==> src/inc/cpms_map.vh <==
`ifndef CPMS_MAP_VH
`define CPMS_MAP_VH
// register word indices, byte address is index times four
`define CPMS_IDX_MODE     10'h0db
`define CPMS_IDX_EXEC_LO  10'h10a
`define CPMS_IDX_EXEC_HI  10'h10b
`define CPMS_IDX_SVC_CYC  10'h10c
`define CPMS_IDX_STATUS   10'h110
`define CPMS_IDX_MASK     10'h111
`define CPMS_IDX_CTRL     10'h112
`define CPMS_IDX_SVC_TIME 10'h113
`define CPMS_IDX_MIN_CYC  10'h114
// mode field inside the setup word
`define CPMS_MODE_MSB     15
`define CPMS_MODE_LSB     8
`define CPMS_SETUP_RST    16'h0000
// mode codes
`define CPMS_MODE_NORMAL  8'h00
`define CPMS_MODE_SYNC    8'h01
`define CPMS_MODE_ASYNC   8'h02
`define CPMS_MODE_BAD_A   8'h03
`define CPMS_MODE_BAD_B   8'h04
`define CPMS_MODE_PRIO    8'h05
// status and control bits
`define CPMS_ST_SETUP     0
`define CPMS_ST_OVR       1
`define CPMS_ST_CYC       2
`define CPMS_ST_W         3
`define CPMS_CTL_CLR      0
// timing
`define CPMS_CLK_NS       40
`define CPMS_TICK_NS      100000
`define CPMS_MS_NS        1000000
`define CPMS_TICK_CYC     (`CPMS_TICK_NS / `CPMS_CLK_NS)
`define CPMS_MS_TICKS     (`CPMS_MS_NS / `CPMS_TICK_NS)
`define CPMS_OVR_MS       2000
`define CPMS_OVR_TICKS    (`CPMS_OVR_MS * `CPMS_MS_TICKS)
`define CPMS_PCT_DIV      25
`endif

==> src/design/cpms_div.v <==
`timescale 1ns/100ps
module cpms_div #(
  parameter integer DIV = 2500,
  parameter integer W   = 12
) (
  input  wire i_clock,
  input  wire i_sys_rst,
  input  wire i_en,
  output reg  o_tick
);
  localparam integer LAST_I = DIV - 1;
  localparam [W-1:0] LAST   = LAST_I[W-1:0];
  reg [W-1:0] cnt_q;

  // restarts from zero whenever disabled so ticks align to the start
  always @(posedge i_clock or posedge i_sys_rst) begin
    if (i_sys_rst) begin
      cnt_q  <= {W{1'b0}};
      o_tick <= 1'b0;
    end else if (!i_en) begin
      cnt_q  <= {W{1'b0}};
      o_tick <= 1'b0;
    end else if (cnt_q == LAST) begin
      cnt_q  <= {W{1'b0}};
      o_tick <= 1'b1;
    end else begin
      cnt_q  <= cnt_q + 1'b1;
      o_tick <= 1'b0;
    end
  end
endmodule // cpms_div

==> src/design/cpms_irq.v <==
`timescale 1ns/100ps
module cpms_irq #(
  parameter integer W = 3
) (
  input  wire         i_clock,
  input  wire         i_sys_rst,
  input  wire [W-1:0] i_set,
  input  wire         i_clr_we,
  input  wire [W-1:0] i_clr_data,
  input  wire         i_mask_we,
  input  wire [W-1:0] i_mask_data,
  output wire [W-1:0] o_status,
  output reg  [W-1:0] o_mask,
  output reg          o_irq
);
  reg [W-1:0] status_q;
  genvar g;

  // a set in the clearing cycle wins
  generate
    for (g = 0; g < W; g = g + 1) begin : g_bit
      always @(posedge i_clock or posedge i_sys_rst) begin
        if (i_sys_rst)
          status_q[g] <= 1'b0;
        else
          status_q[g] <= i_set[g] | (status_q[g] & ~(i_clr_we & i_clr_data[g]));
      end
    end
  endgenerate

  always @(posedge i_clock or posedge i_sys_rst) begin
    if (i_sys_rst) begin
      o_mask <= {W{1'b0}};
      o_irq  <= 1'b0;
    end else begin
      if (i_mask_we)
        o_mask <= i_mask_data;
      o_irq <= |(status_q & o_mask);
    end
  end

  assign o_status = status_q;
endmodule // cpms_irq

==> src/design/cpms_sched.v <==
`timescale 1ns/100ps
`include "cpms_map.vh"
module cpms_sched #(
  parameter integer TICK_CYC = `CPMS_TICK_CYC,
  parameter integer TICK_W   = 12
) (
  input  wire        i_clock,
  input  wire        i_sys_rst,
  input  wire        i_wb_cyc,
  input  wire        i_wb_stb,
  input  wire        i_wb_we,
  input  wire [11:0] i_wb_adr,
  input  wire [3:0]  i_wb_sel,
  input  wire [31:0] i_wb_dat,
  output reg  [31:0] o_wb_dat,
  output reg         o_wb_ack,
  input  wire        i_start,
  input  wire        i_run_mode,
  input  wire        i_prog_done,
  input  wire        i_refresh_done,
  input  wire        i_svc_cycle_end,
  input  wire        i_req_event,
  input  wire        i_req_port,
  input  wire        i_req_dlink,
  output wire        o_prog_en,
  output wire        o_refresh_en,
  output wire        o_svc_grant,
  output wire        o_svc_mem_en,
  output wire        o_dlink_en,
  output wire        o_fatal_halt,
  output reg         o_setup_error,
  output reg         o_servicing_overrun_flag,
  output wire        o_irq
);
  localparam [6:0] S_IDLE  = 7'h01;
  localparam [6:0] S_EXEC  = 7'h02;
  localparam [6:0] S_SLICE = 7'h04;
  localparam [6:0] S_REFR  = 7'h08;
  localparam [6:0] S_SVC   = 7'h10;
  localparam [6:0] S_WAIT  = 7'h20;
  localparam [6:0] S_HALT  = 7'h40;

  localparam [31:0] MS_W = `CPMS_MS_TICKS, OVR_W = `CPMS_OVR_TICKS, PCT_W = `CPMS_PCT_DIV - 1;
  localparam [15:0] MS_TICKS  = MS_W[15:0];
  localparam [15:0] OVR_TICKS = OVR_W[15:0];
  localparam [4:0]  PCT_LAST  = PCT_W[4:0];

  function is_par;
    input [7:0] code;
    begin
      is_par = (code == `CPMS_MODE_SYNC) || (code == `CPMS_MODE_ASYNC);
    end
  endfunction

  function is_prio;
    input [7:0] code;
    begin
      is_prio = (code >= `CPMS_MODE_PRIO);
    end
  endfunction

  function [15:0] merge16;
    input [15:0] old;
    input [15:0] nw;
    input [1:0]  sel;
    begin
      merge16 = {sel[1] ? nw[15:8] : old[15:8], sel[0] ? nw[7:0] : old[7:0]};
    end
  endfunction

  // registers
  reg  [15:0] setup_q;
  reg  [15:0] svc_time_q;
  reg  [15:0] min_cyc_q;
  reg  [31:0] exec_word_q;
  reg  [15:0] svc_word_q;
  reg  [7:0]  mode_q;
  reg  [6:0]  state_q;
  reg  [6:0]  state_d;
  reg  [31:0] exec_acc_q;
  reg  [15:0] cyc_q;
  reg  [15:0] slice_q;
  reg  [15:0] svc_cnt_q;
  reg  [4:0]  pct_sub_q;
  reg  [15:0] pct_acc_q;
  reg  [15:0] budget_q;
  reg         svc_win;
  reg         mem_win;
  reg         exec_cnt;

  wire        tick;
  wire        running;
  wire        par_mode;
  wire        prio_mode;
  wire        async_mode;
  wire        sync_mode;
  wire [7:0]  code_in;
  wire        bad_code;
  wire [15:0] svc_len;
  wire [15:0] slice_len;
  wire        slice_end;
  wire        svc_end;
  wire        wait_done;
  wire        cyc_end;
  wire        ovr_evt;
  wire        start_ok;
  wire        wb_req;
  wire        wb_wr;
  wire [9:0]  wb_idx;
  wire        clr_wr;
  wire [`CPMS_ST_W-1:0] irq_set;
  wire [`CPMS_ST_W-1:0] irq_status;
  wire [`CPMS_ST_W-1:0] irq_mask;

  assign running    = !(state_q == S_IDLE) && !(state_q == S_HALT);
  assign par_mode   = is_par(mode_q);
  assign prio_mode  = is_prio(mode_q);
  assign async_mode = (mode_q == `CPMS_MODE_ASYNC);
  assign sync_mode  = (mode_q == `CPMS_MODE_SYNC);
  assign code_in    = setup_q[`CPMS_MODE_MSB:`CPMS_MODE_LSB];
  assign bad_code   = (code_in == `CPMS_MODE_BAD_A) || (code_in == `CPMS_MODE_BAD_B);
  assign start_ok   = i_start && i_run_mode;

  // user time wins; zero falls back to 4% of the previous cycle
  assign svc_len   = (svc_time_q != 16'h0000) ? svc_time_q : budget_q;
  assign slice_len = {8'h00, mode_q} * MS_TICKS;
  assign slice_end = tick && (slice_q + 16'h0001 >= slice_len);
  assign svc_end   = tick && (slice_q + 16'h0001 >= svc_len);
  assign wait_done = (cyc_q >= min_cyc_q);
  assign cyc_end   = (state_q == S_WAIT) && wait_done;
  // past 2 s of servicing cycle in a parallel mode
  assign ovr_evt   = running && par_mode && tick && (svc_cnt_q >= OVR_TICKS);

  cpms_div #(
    .DIV (TICK_CYC),
    .W   (TICK_W)
  ) u_div (
    .i_clock   (i_clock),
    .i_sys_rst (i_sys_rst),
    .i_en      (running),
    .o_tick    (tick)
  );

  // state machine
  always @* begin
    state_d = state_q;
    case (state_q)
      S_IDLE: begin
        if (start_ok)
          state_d = S_EXEC;
      end
      S_EXEC: begin
        if (i_prog_done)
          state_d = S_REFR;
        else if (prio_mode && slice_end)
          state_d = S_SLICE;
      end
      S_SLICE: begin
        if (svc_end)
          state_d = S_EXEC;
      end
      S_REFR: begin
        // async skips the memory window, which is what makes sync longer
        if (i_refresh_done)
          state_d = async_mode ? S_WAIT : S_SVC;
      end
      S_SVC: begin
        if (svc_end)
          state_d = S_WAIT;
      end
      S_WAIT: begin
        if (wait_done)
          state_d = S_EXEC;
      end
      S_HALT: begin
        if (start_ok)
          state_d = S_EXEC;
      end
      default: state_d = S_IDLE;
    endcase
    if (ovr_evt)
      state_d = S_HALT;
    else if (running && !i_run_mode)
      state_d = S_IDLE;
    else if (i_start)
      state_d = i_run_mode ? S_EXEC : S_IDLE;
  end

  // servicing windows per mode
  always @* begin
    svc_win  = 1'b0;
    mem_win  = 1'b0;
    exec_cnt = 1'b0;
    if (running) begin
      if (async_mode) begin
        svc_win = 1'b1;
        mem_win = 1'b1;
      end else if (sync_mode) begin
        svc_win = 1'b1;
        mem_win = (state_q == S_SVC);
      end else if (prio_mode) begin
        svc_win = (state_q == S_SLICE) || (state_q == S_SVC);
        mem_win = svc_win;
      end else begin
        svc_win = (state_q == S_SVC);
        mem_win = svc_win;
      end
      if (mode_q == `CPMS_MODE_NORMAL)
        exec_cnt = (state_q == S_EXEC);
      else
        exec_cnt = (state_q == S_EXEC) || (state_q == S_SLICE) || (par_mode && svc_win);
    end
  end

  // only unit events and port traffic are servicing; data links ride the refresh
  assign o_svc_grant  = svc_win && (i_req_event || i_req_port);
  assign o_svc_mem_en = mem_win;
  assign o_dlink_en   = (state_q == S_REFR) && i_req_dlink;
  assign o_prog_en    = (state_q == S_EXEC);
  assign o_refresh_en = (state_q == S_REFR);
  assign o_fatal_halt = (state_q == S_HALT);

  always @(posedge i_clock or posedge i_sys_rst) begin
    if (i_sys_rst) begin
      state_q <= S_IDLE;
      mode_q  <= `CPMS_MODE_NORMAL;
    end else begin
      state_q <= state_d;
      if (i_start)
        mode_q <= bad_code ? `CPMS_MODE_NORMAL : code_in;
    end
  end

  // timing counters, all in 0.1 ms ticks
  always @(posedge i_clock or posedge i_sys_rst) begin
    if (i_sys_rst) begin
      exec_acc_q  <= 32'h0000_0000;
      exec_word_q <= 32'h0000_0000;
      cyc_q       <= 16'h0000;
      slice_q     <= 16'h0000;
      pct_sub_q   <= 5'h00;
      pct_acc_q   <= 16'h0000;
      budget_q    <= 16'h0001;
    end else if (i_start) begin
      exec_acc_q  <= 32'h0000_0000;
      exec_word_q <= 32'h0000_0000;
      cyc_q       <= 16'h0000;
      slice_q     <= 16'h0000;
      pct_sub_q   <= 5'h00;
      pct_acc_q   <= 16'h0000;
    end else if (cyc_end) begin
      exec_word_q <= exec_acc_q;
      exec_acc_q  <= 32'h0000_0000;
      cyc_q       <= 16'h0000;
      slice_q     <= 16'h0000;
      pct_sub_q   <= 5'h00;
      pct_acc_q   <= 16'h0000;
      budget_q    <= (pct_acc_q == 16'h0000) ? 16'h0001 : pct_acc_q;
    end else begin
      if (tick && exec_cnt)
        exec_acc_q <= exec_acc_q + 32'h0000_0001;
      if (tick && running && (cyc_q != 16'hffff))
        cyc_q <= cyc_q + 16'h0001;
      // one budget tick per 25 cycle ticks gives 4% exactly
      if (tick && running) begin
        if (pct_sub_q == PCT_LAST) begin
          pct_sub_q <= 5'h00;
          pct_acc_q <= pct_acc_q + 16'h0001;
        end else begin
          pct_sub_q <= pct_sub_q + 5'h01;
        end
      end
      if (state_q != state_d)
        slice_q <= 16'h0000;
      else if (tick)
        slice_q <= slice_q + 16'h0001;
    end
  end

  // servicing cycle time, only meaningful in parallel modes
  always @(posedge i_clock or posedge i_sys_rst) begin
    if (i_sys_rst) begin
      svc_cnt_q  <= 16'h0000;
      svc_word_q <= 16'h0000;
    end else if (i_start) begin
      svc_cnt_q  <= 16'h0000;
      svc_word_q <= 16'h0000;
    end else if (running && par_mode && i_run_mode) begin
      if (i_svc_cycle_end) begin
        svc_word_q <= svc_cnt_q + {15'h0000, tick};
        svc_cnt_q  <= 16'h0000;
      end else if (tick) begin
        svc_cnt_q <= svc_cnt_q + 16'h0001;
      end
    end
  end

  // bus slave, one wait state then ack
  assign wb_req = i_wb_cyc && i_wb_stb;
  assign wb_wr  = wb_req && i_wb_we && o_wb_ack;
  assign wb_idx = i_wb_adr[11:2];
  assign clr_wr = wb_wr && (wb_idx == `CPMS_IDX_CTRL) && i_wb_sel[0] && i_wb_dat[`CPMS_CTL_CLR];

  always @(posedge i_clock or posedge i_sys_rst) begin
    if (i_sys_rst) begin
      o_wb_ack   <= 1'b0;
      o_wb_dat   <= 32'h0000_0000;
      setup_q    <= `CPMS_SETUP_RST;
      svc_time_q <= 16'h0000;
      min_cyc_q  <= 16'h0000;
    end else begin
      o_wb_ack <= wb_req && !o_wb_ack;
      if (wb_req && !o_wb_ack) begin
        case (wb_idx)
          `CPMS_IDX_MODE:     o_wb_dat <= {16'h0000, setup_q};
          `CPMS_IDX_EXEC_LO:  o_wb_dat <= {16'h0000, exec_word_q[15:0]};
          `CPMS_IDX_EXEC_HI:  o_wb_dat <= {16'h0000, exec_word_q[31:16]};
          `CPMS_IDX_SVC_CYC:  o_wb_dat <= {16'h0000, svc_word_q};
          `CPMS_IDX_STATUS:   o_wb_dat <= {29'h0000_0000, irq_status};
          `CPMS_IDX_MASK:     o_wb_dat <= {29'h0000_0000, irq_mask};
          `CPMS_IDX_SVC_TIME: o_wb_dat <= {16'h0000, svc_time_q};
          `CPMS_IDX_MIN_CYC:  o_wb_dat <= {16'h0000, min_cyc_q};
          default:            o_wb_dat <= 32'h0000_0000;
        endcase
      end
      if (wb_wr) begin
        case (wb_idx)
          `CPMS_IDX_MODE:     setup_q    <= merge16(setup_q, i_wb_dat[15:0], i_wb_sel[1:0]);
          `CPMS_IDX_SVC_TIME: svc_time_q <= merge16(svc_time_q, i_wb_dat[15:0], i_wb_sel[1:0]);
          `CPMS_IDX_MIN_CYC:  min_cyc_q  <= merge16(min_cyc_q, i_wb_dat[15:0], i_wb_sel[1:0]);
          default:            setup_q    <= setup_q;
        endcase
      end
    end
  end

  // error flags: a new event wins over a clear
  always @(posedge i_clock or posedge i_sys_rst) begin
    if (i_sys_rst) begin
      o_setup_error            <= 1'b0;
      o_servicing_overrun_flag <= 1'b0;
    end else begin
      if (i_start && bad_code)
        o_setup_error <= 1'b1;
      else if (i_start || clr_wr)
        o_setup_error <= 1'b0;
      if (ovr_evt)
        o_servicing_overrun_flag <= 1'b1;
      else if (i_start || clr_wr)
        o_servicing_overrun_flag <= 1'b0;
    end
  end

  assign irq_set[`CPMS_ST_SETUP] = i_start && bad_code;
  assign irq_set[`CPMS_ST_OVR]   = ovr_evt;
  assign irq_set[`CPMS_ST_CYC]   = cyc_end;

  cpms_irq #(
    .W (`CPMS_ST_W)
  ) u_irq (
    .i_clock     (i_clock),
    .i_sys_rst   (i_sys_rst),
    .i_set       (irq_set),
    .i_clr_we    (wb_wr && (wb_idx == `CPMS_IDX_STATUS) && i_wb_sel[0]),
    .i_clr_data  (i_wb_dat[`CPMS_ST_W-1:0]),
    .i_mask_we   (wb_wr && (wb_idx == `CPMS_IDX_MASK) && i_wb_sel[0]),
    .i_mask_data (i_wb_dat[`CPMS_ST_W-1:0]),
    .o_status    (irq_status),
    .o_mask      (irq_mask),
    .o_irq       (o_irq)
  );
endmodule // cpms_sched

==> config.mk <==
export PLATFORM = sky130hd
export DESIGN_NAME = cpms_sched
export DESIGN_NICKNAME = d
export VERILOG_FILES = /design/src/design/cpms_div.v /design/src/design/cpms_irq.v /design/src/design/cpms_sched.v
export VERILOG_INCLUDE_DIRS = /design/src /design/src/inc
export SDC_FILE = /design/constraint.sdc
export NUM_CORES = 1
export LEC_CHECK = 0
export ABC_AREA = 1
export BUFFER_PORTS_ARGS = -buffer_cell sky130_fd_sc_hd__buf_4
export CAP_MARGIN = 20
export CORE_ASPECT_RATIO = 1.25
export CORE_MARGIN = 1
export CORE_UTILIZATION = 63
export CTS_BUF_LIST = sky130_fd_sc_hd__clkbuf_8
export DETAILED_ROUTE_END_ITERATION = 8
export PLACE_DENSITY = 0.82
export SLEW_MARGIN = 20
export SYNTH_ARGS = -nofsm -noshare
export SYNTH_HDL_FRONTEND = slang
export SYNTH_SLANG_ARGS = --single-unit
==> constraint.sdc <==
create_clock -name i_clock -period 9.25 [get_ports i_clock]
set_input_delay 0 -clock i_clock [delete_from_list [all_inputs] [get_ports i_clock]]
set_output_delay 0 -clock i_clock [all_outputs]
set_load 0.01 [all_outputs]
After elaboration in Yosys (flattened, before gate mapping)

Cells that the tools add are included.

Bits in registers: 283
Word-level logic and storage cells: 207
Input port bits: 61
Output and inout port bits: 42

Bitwise logic cells: 14
Add/subtract/negate cells: 8
Reductions and logical operators: 66
Multiply operators: 1
Order comparisons: 5
Muxes and demuxes: 61
Equality and inequality tests: 24

Operators with widths:

| kind                                                  | number |
|---|---|
| two-way mux 16 bit                                    | 20 |
| two-way mux 32 bit                                    | 5 |
| case mux 16 bit (8 select lines)                      | 1 |
| equality test 10 x 9 -> 1 bit, second input constant  | 8 |
| two-way mux 7 bit                                     | 10 |
| adder 16 x 1 -> 16 bit, second input constant         | 4 |
| case mux 7 bit (6 select lines)                       | 1 |
| adder 32 x 1 -> 32 bit, second input constant         | 1 |
| >= comparator 16 bit                                  | 2 |
| logical AND 1 bit                                     | 29 |
| two-way mux 12 bit                                    | 2 |
| two-way mux 5 bit                                     | 4 |
| AND reduction 3 bit                                   | 6 |
| adder 16 x 1 -> 16 bit                                | 1 |
| equality test 8 x 2 -> 1 bit, second input constant   | 2 |
| >= comparator 16 x 12 -> 1 bit                        | 1 |
| >= comparator 16 x 15 -> 1 bit, second input constant | 1 |
| zero test 16 bit                                      | 1 |
| inequality test 16 bit, second input constant         | 1 |
| nonzero test 16 bit                                   | 1 |
| two-way mux 1 bit                                     | 15 |
| nonzero test 3 bit                                    | 5 |
| adder 12 x 1 -> 12 bit, second input constant         | 1 |
| equality test 12 bit, second input constant           | 1 |
| other kinds (30)                                      | 56 |

Depth between registers and ports, before layout

Word-level depth: 14
Gate-level depth with buffers: 29
Mapped depth without buffers: 28

By module

A second synthesis with hierarchy kept.

Cells, all modules: 1,974
Area total of the unflattened synthesis: 15,284.7 um^2

Modules (own cells, without submodules):

| module     | cells an instance | sequential area each (um^2) | instances | area each (um^2) |
|---|---|---|---|---|
| cpms_sched | 1,851             | 6,183.4                     | 1         | 14,321.2 |
| cpms_div   | 90                | 325.3                       | 1         | 685.7 |
| cpms_irq   | 33                | 175.2                       | 1         | 277.8 |

Worst setup path after synthesis

OpenSTA, ideal clock, no wires.

Path kind: flip-flop to flip-flop
Start point: register mode_q[1]
End point: register slice_q[1]
Slack: 5.784 ns
Path buffers: 1
Required time: 9.125 ns
Cell stages (with the launch flop): 24
Arrival time: 3.340 ns
Library setup time: 0.125 ns
Clock period less this slack: 3.466 ns
Cell sequence: dfrtp_1 > ha_1 > ha_1 > fa_1 > a31oi_1 > o21ai_0 > a21oi_1 > xor2_1 > ha_1 > nand2_1 > a21oi_1 > nor2_1 > nand3_1 > nor2_1 > nand4_1 > nand2_1 > nand2_1 > nand2_1 > nand2_1 > nand2_1 > nand3_1 > nand3_1 > buf_4 > nor3_2

Longest elaborated chain between the ends: 14
Elaborated cells on any way between the ends: 24
Classes of those cells: mul: 1; order compare: 2; eq/ne: 3; mux: 11; reduce/logical: 7

Ends and longest elaborated chain:

| item                            | line             | source |
|---|---|---|
| start: declaration              | cpms_sched.v:77  | `reg [7:0] mode_q;` |
| start signal: assignment        | cpms_sched.v:226 | `` mode_q <= `CPMS_MODE_NORMAL; `` |
| start signal: assignment        | cpms_sched.v:230 | `` mode_q <= bad_code ? `CPMS_MODE_NORMAL : code_in; `` |
| multiplier 8 x 3 -> 11 bit      | cpms_sched.v:126 | `assign slice_len = {8'h00, mode_q} * MS_TICKS;` |
| >= comparator 16 x 12 -> 1 bit  | cpms_sched.v:127 | `assign slice_end = tick && (slice_q + 16'h0001 >= slice_len);` |
| logical AND 1 bit               | cpms_sched.v:127 |  |
| logical AND 1 bit               | cpms_sched.v:155 | `else if (prio_mode && slice_end)` |
| two-way mux 7 bit               | cpms_sched.v:155 |  |
| two-way mux 7 bit               | cpms_sched.v:153 | `if (i_prog_done)` |
| case mux 7 bit (6 select lines) | cpms_sched.v:147 | `case (state_q)` |
| two-way mux 7 bit               | cpms_sched.v:185 | `else if (i_start)` |
| two-way mux 7 bit               | cpms_sched.v:183 | `else if (running && !i_run_mode)` |
| two-way mux 7 bit (*)           | cpms_sched.v:181 | `if (ovr_evt)` |
| inequality test 7 bit (*)       | cpms_sched.v:273 | `if (state_q != state_d)` |
| two-way mux 16 bit              | cpms_sched.v:273 |  |
| two-way mux 16 bit              | cpms_sched.v:251 | `end else if (cyc_end) begin` |
| two-way mux 16 bit              | cpms_sched.v:244 | `end else if (i_start) begin` |
| end signal: assignment          | cpms_sched.v:276 | `slice_q <= slice_q + 16'h0001;` |
| end: declaration                | cpms_sched.v:82  | `reg [15:0] slice_q;` |

Every way passes the cells marked *; elsewhere a longest branch is shown, timed or not.
A chain may end at the register's enable or synchronous reset.

Final worst setup path

Start point: register mode_q[3]
End point: register slice_q[12]

The elaborated chain is that of the path after synthesis.

==> impl_metrics.py <==
metrics = {
    "status": {
        "status": "completed",
    },
    "cells_and_area": {
        "nets": 2179,
        "diodes": 0,
        "fill_cells": 1921,
        "drive_gt1_frac": 0.0940,
        "layout_common_cells": "nand2_1 (339), inv_1 (325), dfrtp_1 (265)",
        "layout_commonest_cell": "nand2_1",
        "syn2layout_area_growth_pct": 12.4,
        "design_area_um2": 17200,
        "fin_util": 0.721,
    },
    "clock_network": {
        "insertion_delay_ns": 0.57,
        "cts_max_level": 2,
        "cts_setup_buffers": 0,
        "clock-root-buffer": "clkbuf_8",
        "clock_path_buffers": 3,
        "cts_buffers": 44,
        "cts_tree": "done",
        "clk_pin_slew_ns": 0.07,
        "cts_sinks": 267,
    },
    "power_and_ir_drop": {
        "power_frac_seq": 0.492,
        "p_switching_mw": 0.619,
        "p_sw_frac": 0.256,
        "powerDensity_nw_per_um2": 141,
        "p_leak_nw": 7.88,
        "power_frac_comb": 0.064,
        "intPower_mw": 1.80,
        "p_clk_frac": 0.443,
        "peakVddDrop_uv": 151,
    },
    "worst_hold_path": {
        "holdPathStages": 6,
        "hold_start": "i_wb_sel[0]",
        "whs_endpoint": "u_irq.o_status[0]",
        "hp-class": "primary input to register",
    },
    "logic_synthesis": {
        "yosysTopAreaCellShare": 0.434,
        "yosysWarnings": 0,
        "syn_inst": 1955,
        "avgSynthCellArea_um2": 7.82,
        "async_flop_share": 1.00,
        "ys.flop_type": "dfrtp_1",
        "synth.area.top_cells": "dfrtp_1 (43%), nand2_1 (8.4%), inv_1 (7.8%)",
        "synth_cell_types": 50,
        "synth_area_um2": 15300,
        "ys_seq_elements": 267,
        "yosysTopAreaCell": "dfrtp_1",
        "synth_edf_count": 0,
        "seq_area_frac_synth": 0.437,
    },
    "floorplanning": {
        "fp-row-count": 63,
        "fp.coreArea_um2": 23800,
        "die_area_um2": 24900,
        "start_util": 0.642,
        "die_h_um": 176,
        "ios": 103,
        "die_x_um": 141,
    },
    "sta": {
        "finalCriticalPeriod_ns": 4.40,
        "fin_setup_tns_ns": 0,
        "final_max_slew_viol_count": 0,
        "tightest_slew_ns": 1.08,
        "slew-limit-headroom": 0.279,
        "clock.fmax_mhz": 227,
        "grt_setup_unrepaired": "false",
        "finalCritPeriodShare": 0.476,
        "hold_viol_final": 0,
        "setup_viol": 0,
        "skew_ns": 0.0309,
    },
    "routing": {
        "routed_wl_mm": 41.3,
        "viasPerCell": 5.78,
        "drc": 0,
        "antenna_left": 0,
        "drt-initial-drc-count": 1128,
        "first_pass_iters": 5,
        "post_drt_wl_per_cell_um": 17.1,
        "vias": 13900,
    },
    "global_route": {
        "grt_pass1_wl_mm": 67.4,
        "grt_antenna_before_repair": 0,
        "grtUsageMet3": 0.0496,
        "grt_overflow": 0,
        "grt_max_degree": 133,
        "busiest_layer": "met2",
        "track_usage": 0.345,
        "grt_use_met1": 0.413,
        "grt_pass1_vias": 13700,
        "met2_usage": 0.597,
    },
    "setup_path": {
        "path_class": "register to register",
        "reg2reg_from": "mode_q[3]",
        "r2r_setup_slack_ns": 4.85,
        "ff2ff_path_depth": 22,
        "crit_arrival_ns": 4.84,
        "worstReg2RegEnd": "slice_q[12]",
        "cp.required_ns": 9.69,
        "crit_path_end_kind": "register",
        "critPathLaunchType": "register",
        "path_max_fanout": 16,
    },
    "place": {
        "dpl_cell_area_um2": 15900,
        "hpwlAfterDp_mm": 30.2,
        "place.port_buffers": 66,
        "place.gp.congestion": 0.961,
    },
    "flow_run": {
        "cap_violations": 0,
    },
}
Yosys cell counts (4+ instances only):
master and count:
a31oi_1 24, nor2_1 185, o211ai_1 6, a21oi_1 70, nor2_2 7, o21ai_0 137
a211oi_1 5, xor2_1 42, nor3_1 101, nand2_2 7, o22ai_1 93, inv_2 8
nand4_1 33, clkbuf_1 41, buf_4 17, nor4_1 21, o21ai_1 6, nor2_4 4
buf_2 5, nand2_1 340, nand3_1 81, xnor2_1 9, inv_1 316, nor3b_1 14
nor3_2 14, dfrtp_1 265, ha_1 67
flip-flops by register name, indices dropped and copies added (netlist names), 8 cells and up:
signal	count
slice_q	16
svc_cnt_q	16
min_cyc_q	16
svc_time_q	16
mode_q	8
pct_acc_q	16
cyc_q	16
exec_acc_q	32
exec_word_q	32
o_wb_dat	16
svc_word_q	16
budget_q	16
setup_q	16
u_div.cnt_q	12
power groups by stage:
| stage | logic [mW] | clock network (mW) | registers, mW |
|---|---|---|---|
| after floorplan | 0.105 | 0 | 1.21 |
| after global placement | 0.143 | 0 | 1.21 |
| after detailed placement | 0.147 | 0 | 1.21 |
| after CTS | 0.156 | 1.08 | 1.19 |
| after global routing | 0.174 | 1.14 | 1.19 |
| final | 0.156 | 1.07 | 1.19 |
area by class of cell:
type,count,area (um2),area share
clock buffer,59,812,0.0473
clock inverter,22,114,0.00663
inverter,325,1230,0.0715
multi-input combinational,1310,7090,0.413
sequential,267,6680,0.389
tap,325,407,0.0237
timing repair buffer,102,841,0.0490
layer usage:
layer | vias up | share of wire
li1 | 6636 | -
met1 | 6663 | 0.39
met2 | 492 | 0.50
met3 | 139 | 0.059
met4 | 0 | 0.054
met5 | - | 0
critical path, cell delays in order, from the launching register on:
cell and delay (ns):
dfrtp_1 0.40, ha_1 0.33, ha_1 0.36, a21oi_1 0.16, nand2_1 0.09, a21oi_1 0.15, o21ai_0 0.14, inv_1 0.08
nor2_1 0.03, o21ai_0 0.20, ha_1 0.28, a21o_1 0.18, nor2_1 0.11, nand3_1 0.09, nor2_1 0.10, nand4_1 0.16
nand3_1 0.15, nand2_1 0.09, nand3_1 0.07, nand2_1 0.05, nor2_1 0.09, nand3_1 0.61, nor3_1 0.36
through the flow:
step / setup WS, ns / hold WS, ns / instances / power [mW]
after floorplan: 1.90 / 0.0871 / 1970 / 1.31
after global placement: 5.01 / 0.250 / 2299 / 1.35
after detailed placement: 4.91 / 0.252 / 2299 / 1.36
after CTS: 4.88 / 0.00957 / 2410 / 2.43
after global routing: 4.45 / 0.0813 / 2410 / 2.50
final: 4.85 / 0.0379 / 2410 / 2.42
kinds of logic after synthesis:
family / synth area share
other: 0.000245
and+or+nand+nor: 0.243
AOI/OAI and AO/OA: 0.132
adders and majority gates: 0.0562
buffers and inverters: 0.103
DFF: 0.437
xor gates and xnor gates: 0.0292
how the worst max path moves through the flow:
stage               slack, ns  depth (start not counted)            to  startpoint
finish                   4.85                         22   slice_q[12]   mode_q[3]
global route             4.45                         21   slice_q[13]   mode_q[1]
CTS                      4.88                         22   slice_q[12]   mode_q[3]
detailed placement       4.91                         22   slice_q[15]   mode_q[3]
global placement         5.01                         21   slice_q[15]   mode_q[1]
floorplan                1.90                          1  budget_q[10]   i_sys_rst
timing repair:
action	4_1_cts	5_1_grt
endpoints found under the hold margin	207	0
hold buffers	30	0
gates resized for setup	0	0
No activity file was read; power rests on OpenSTA's default activity.
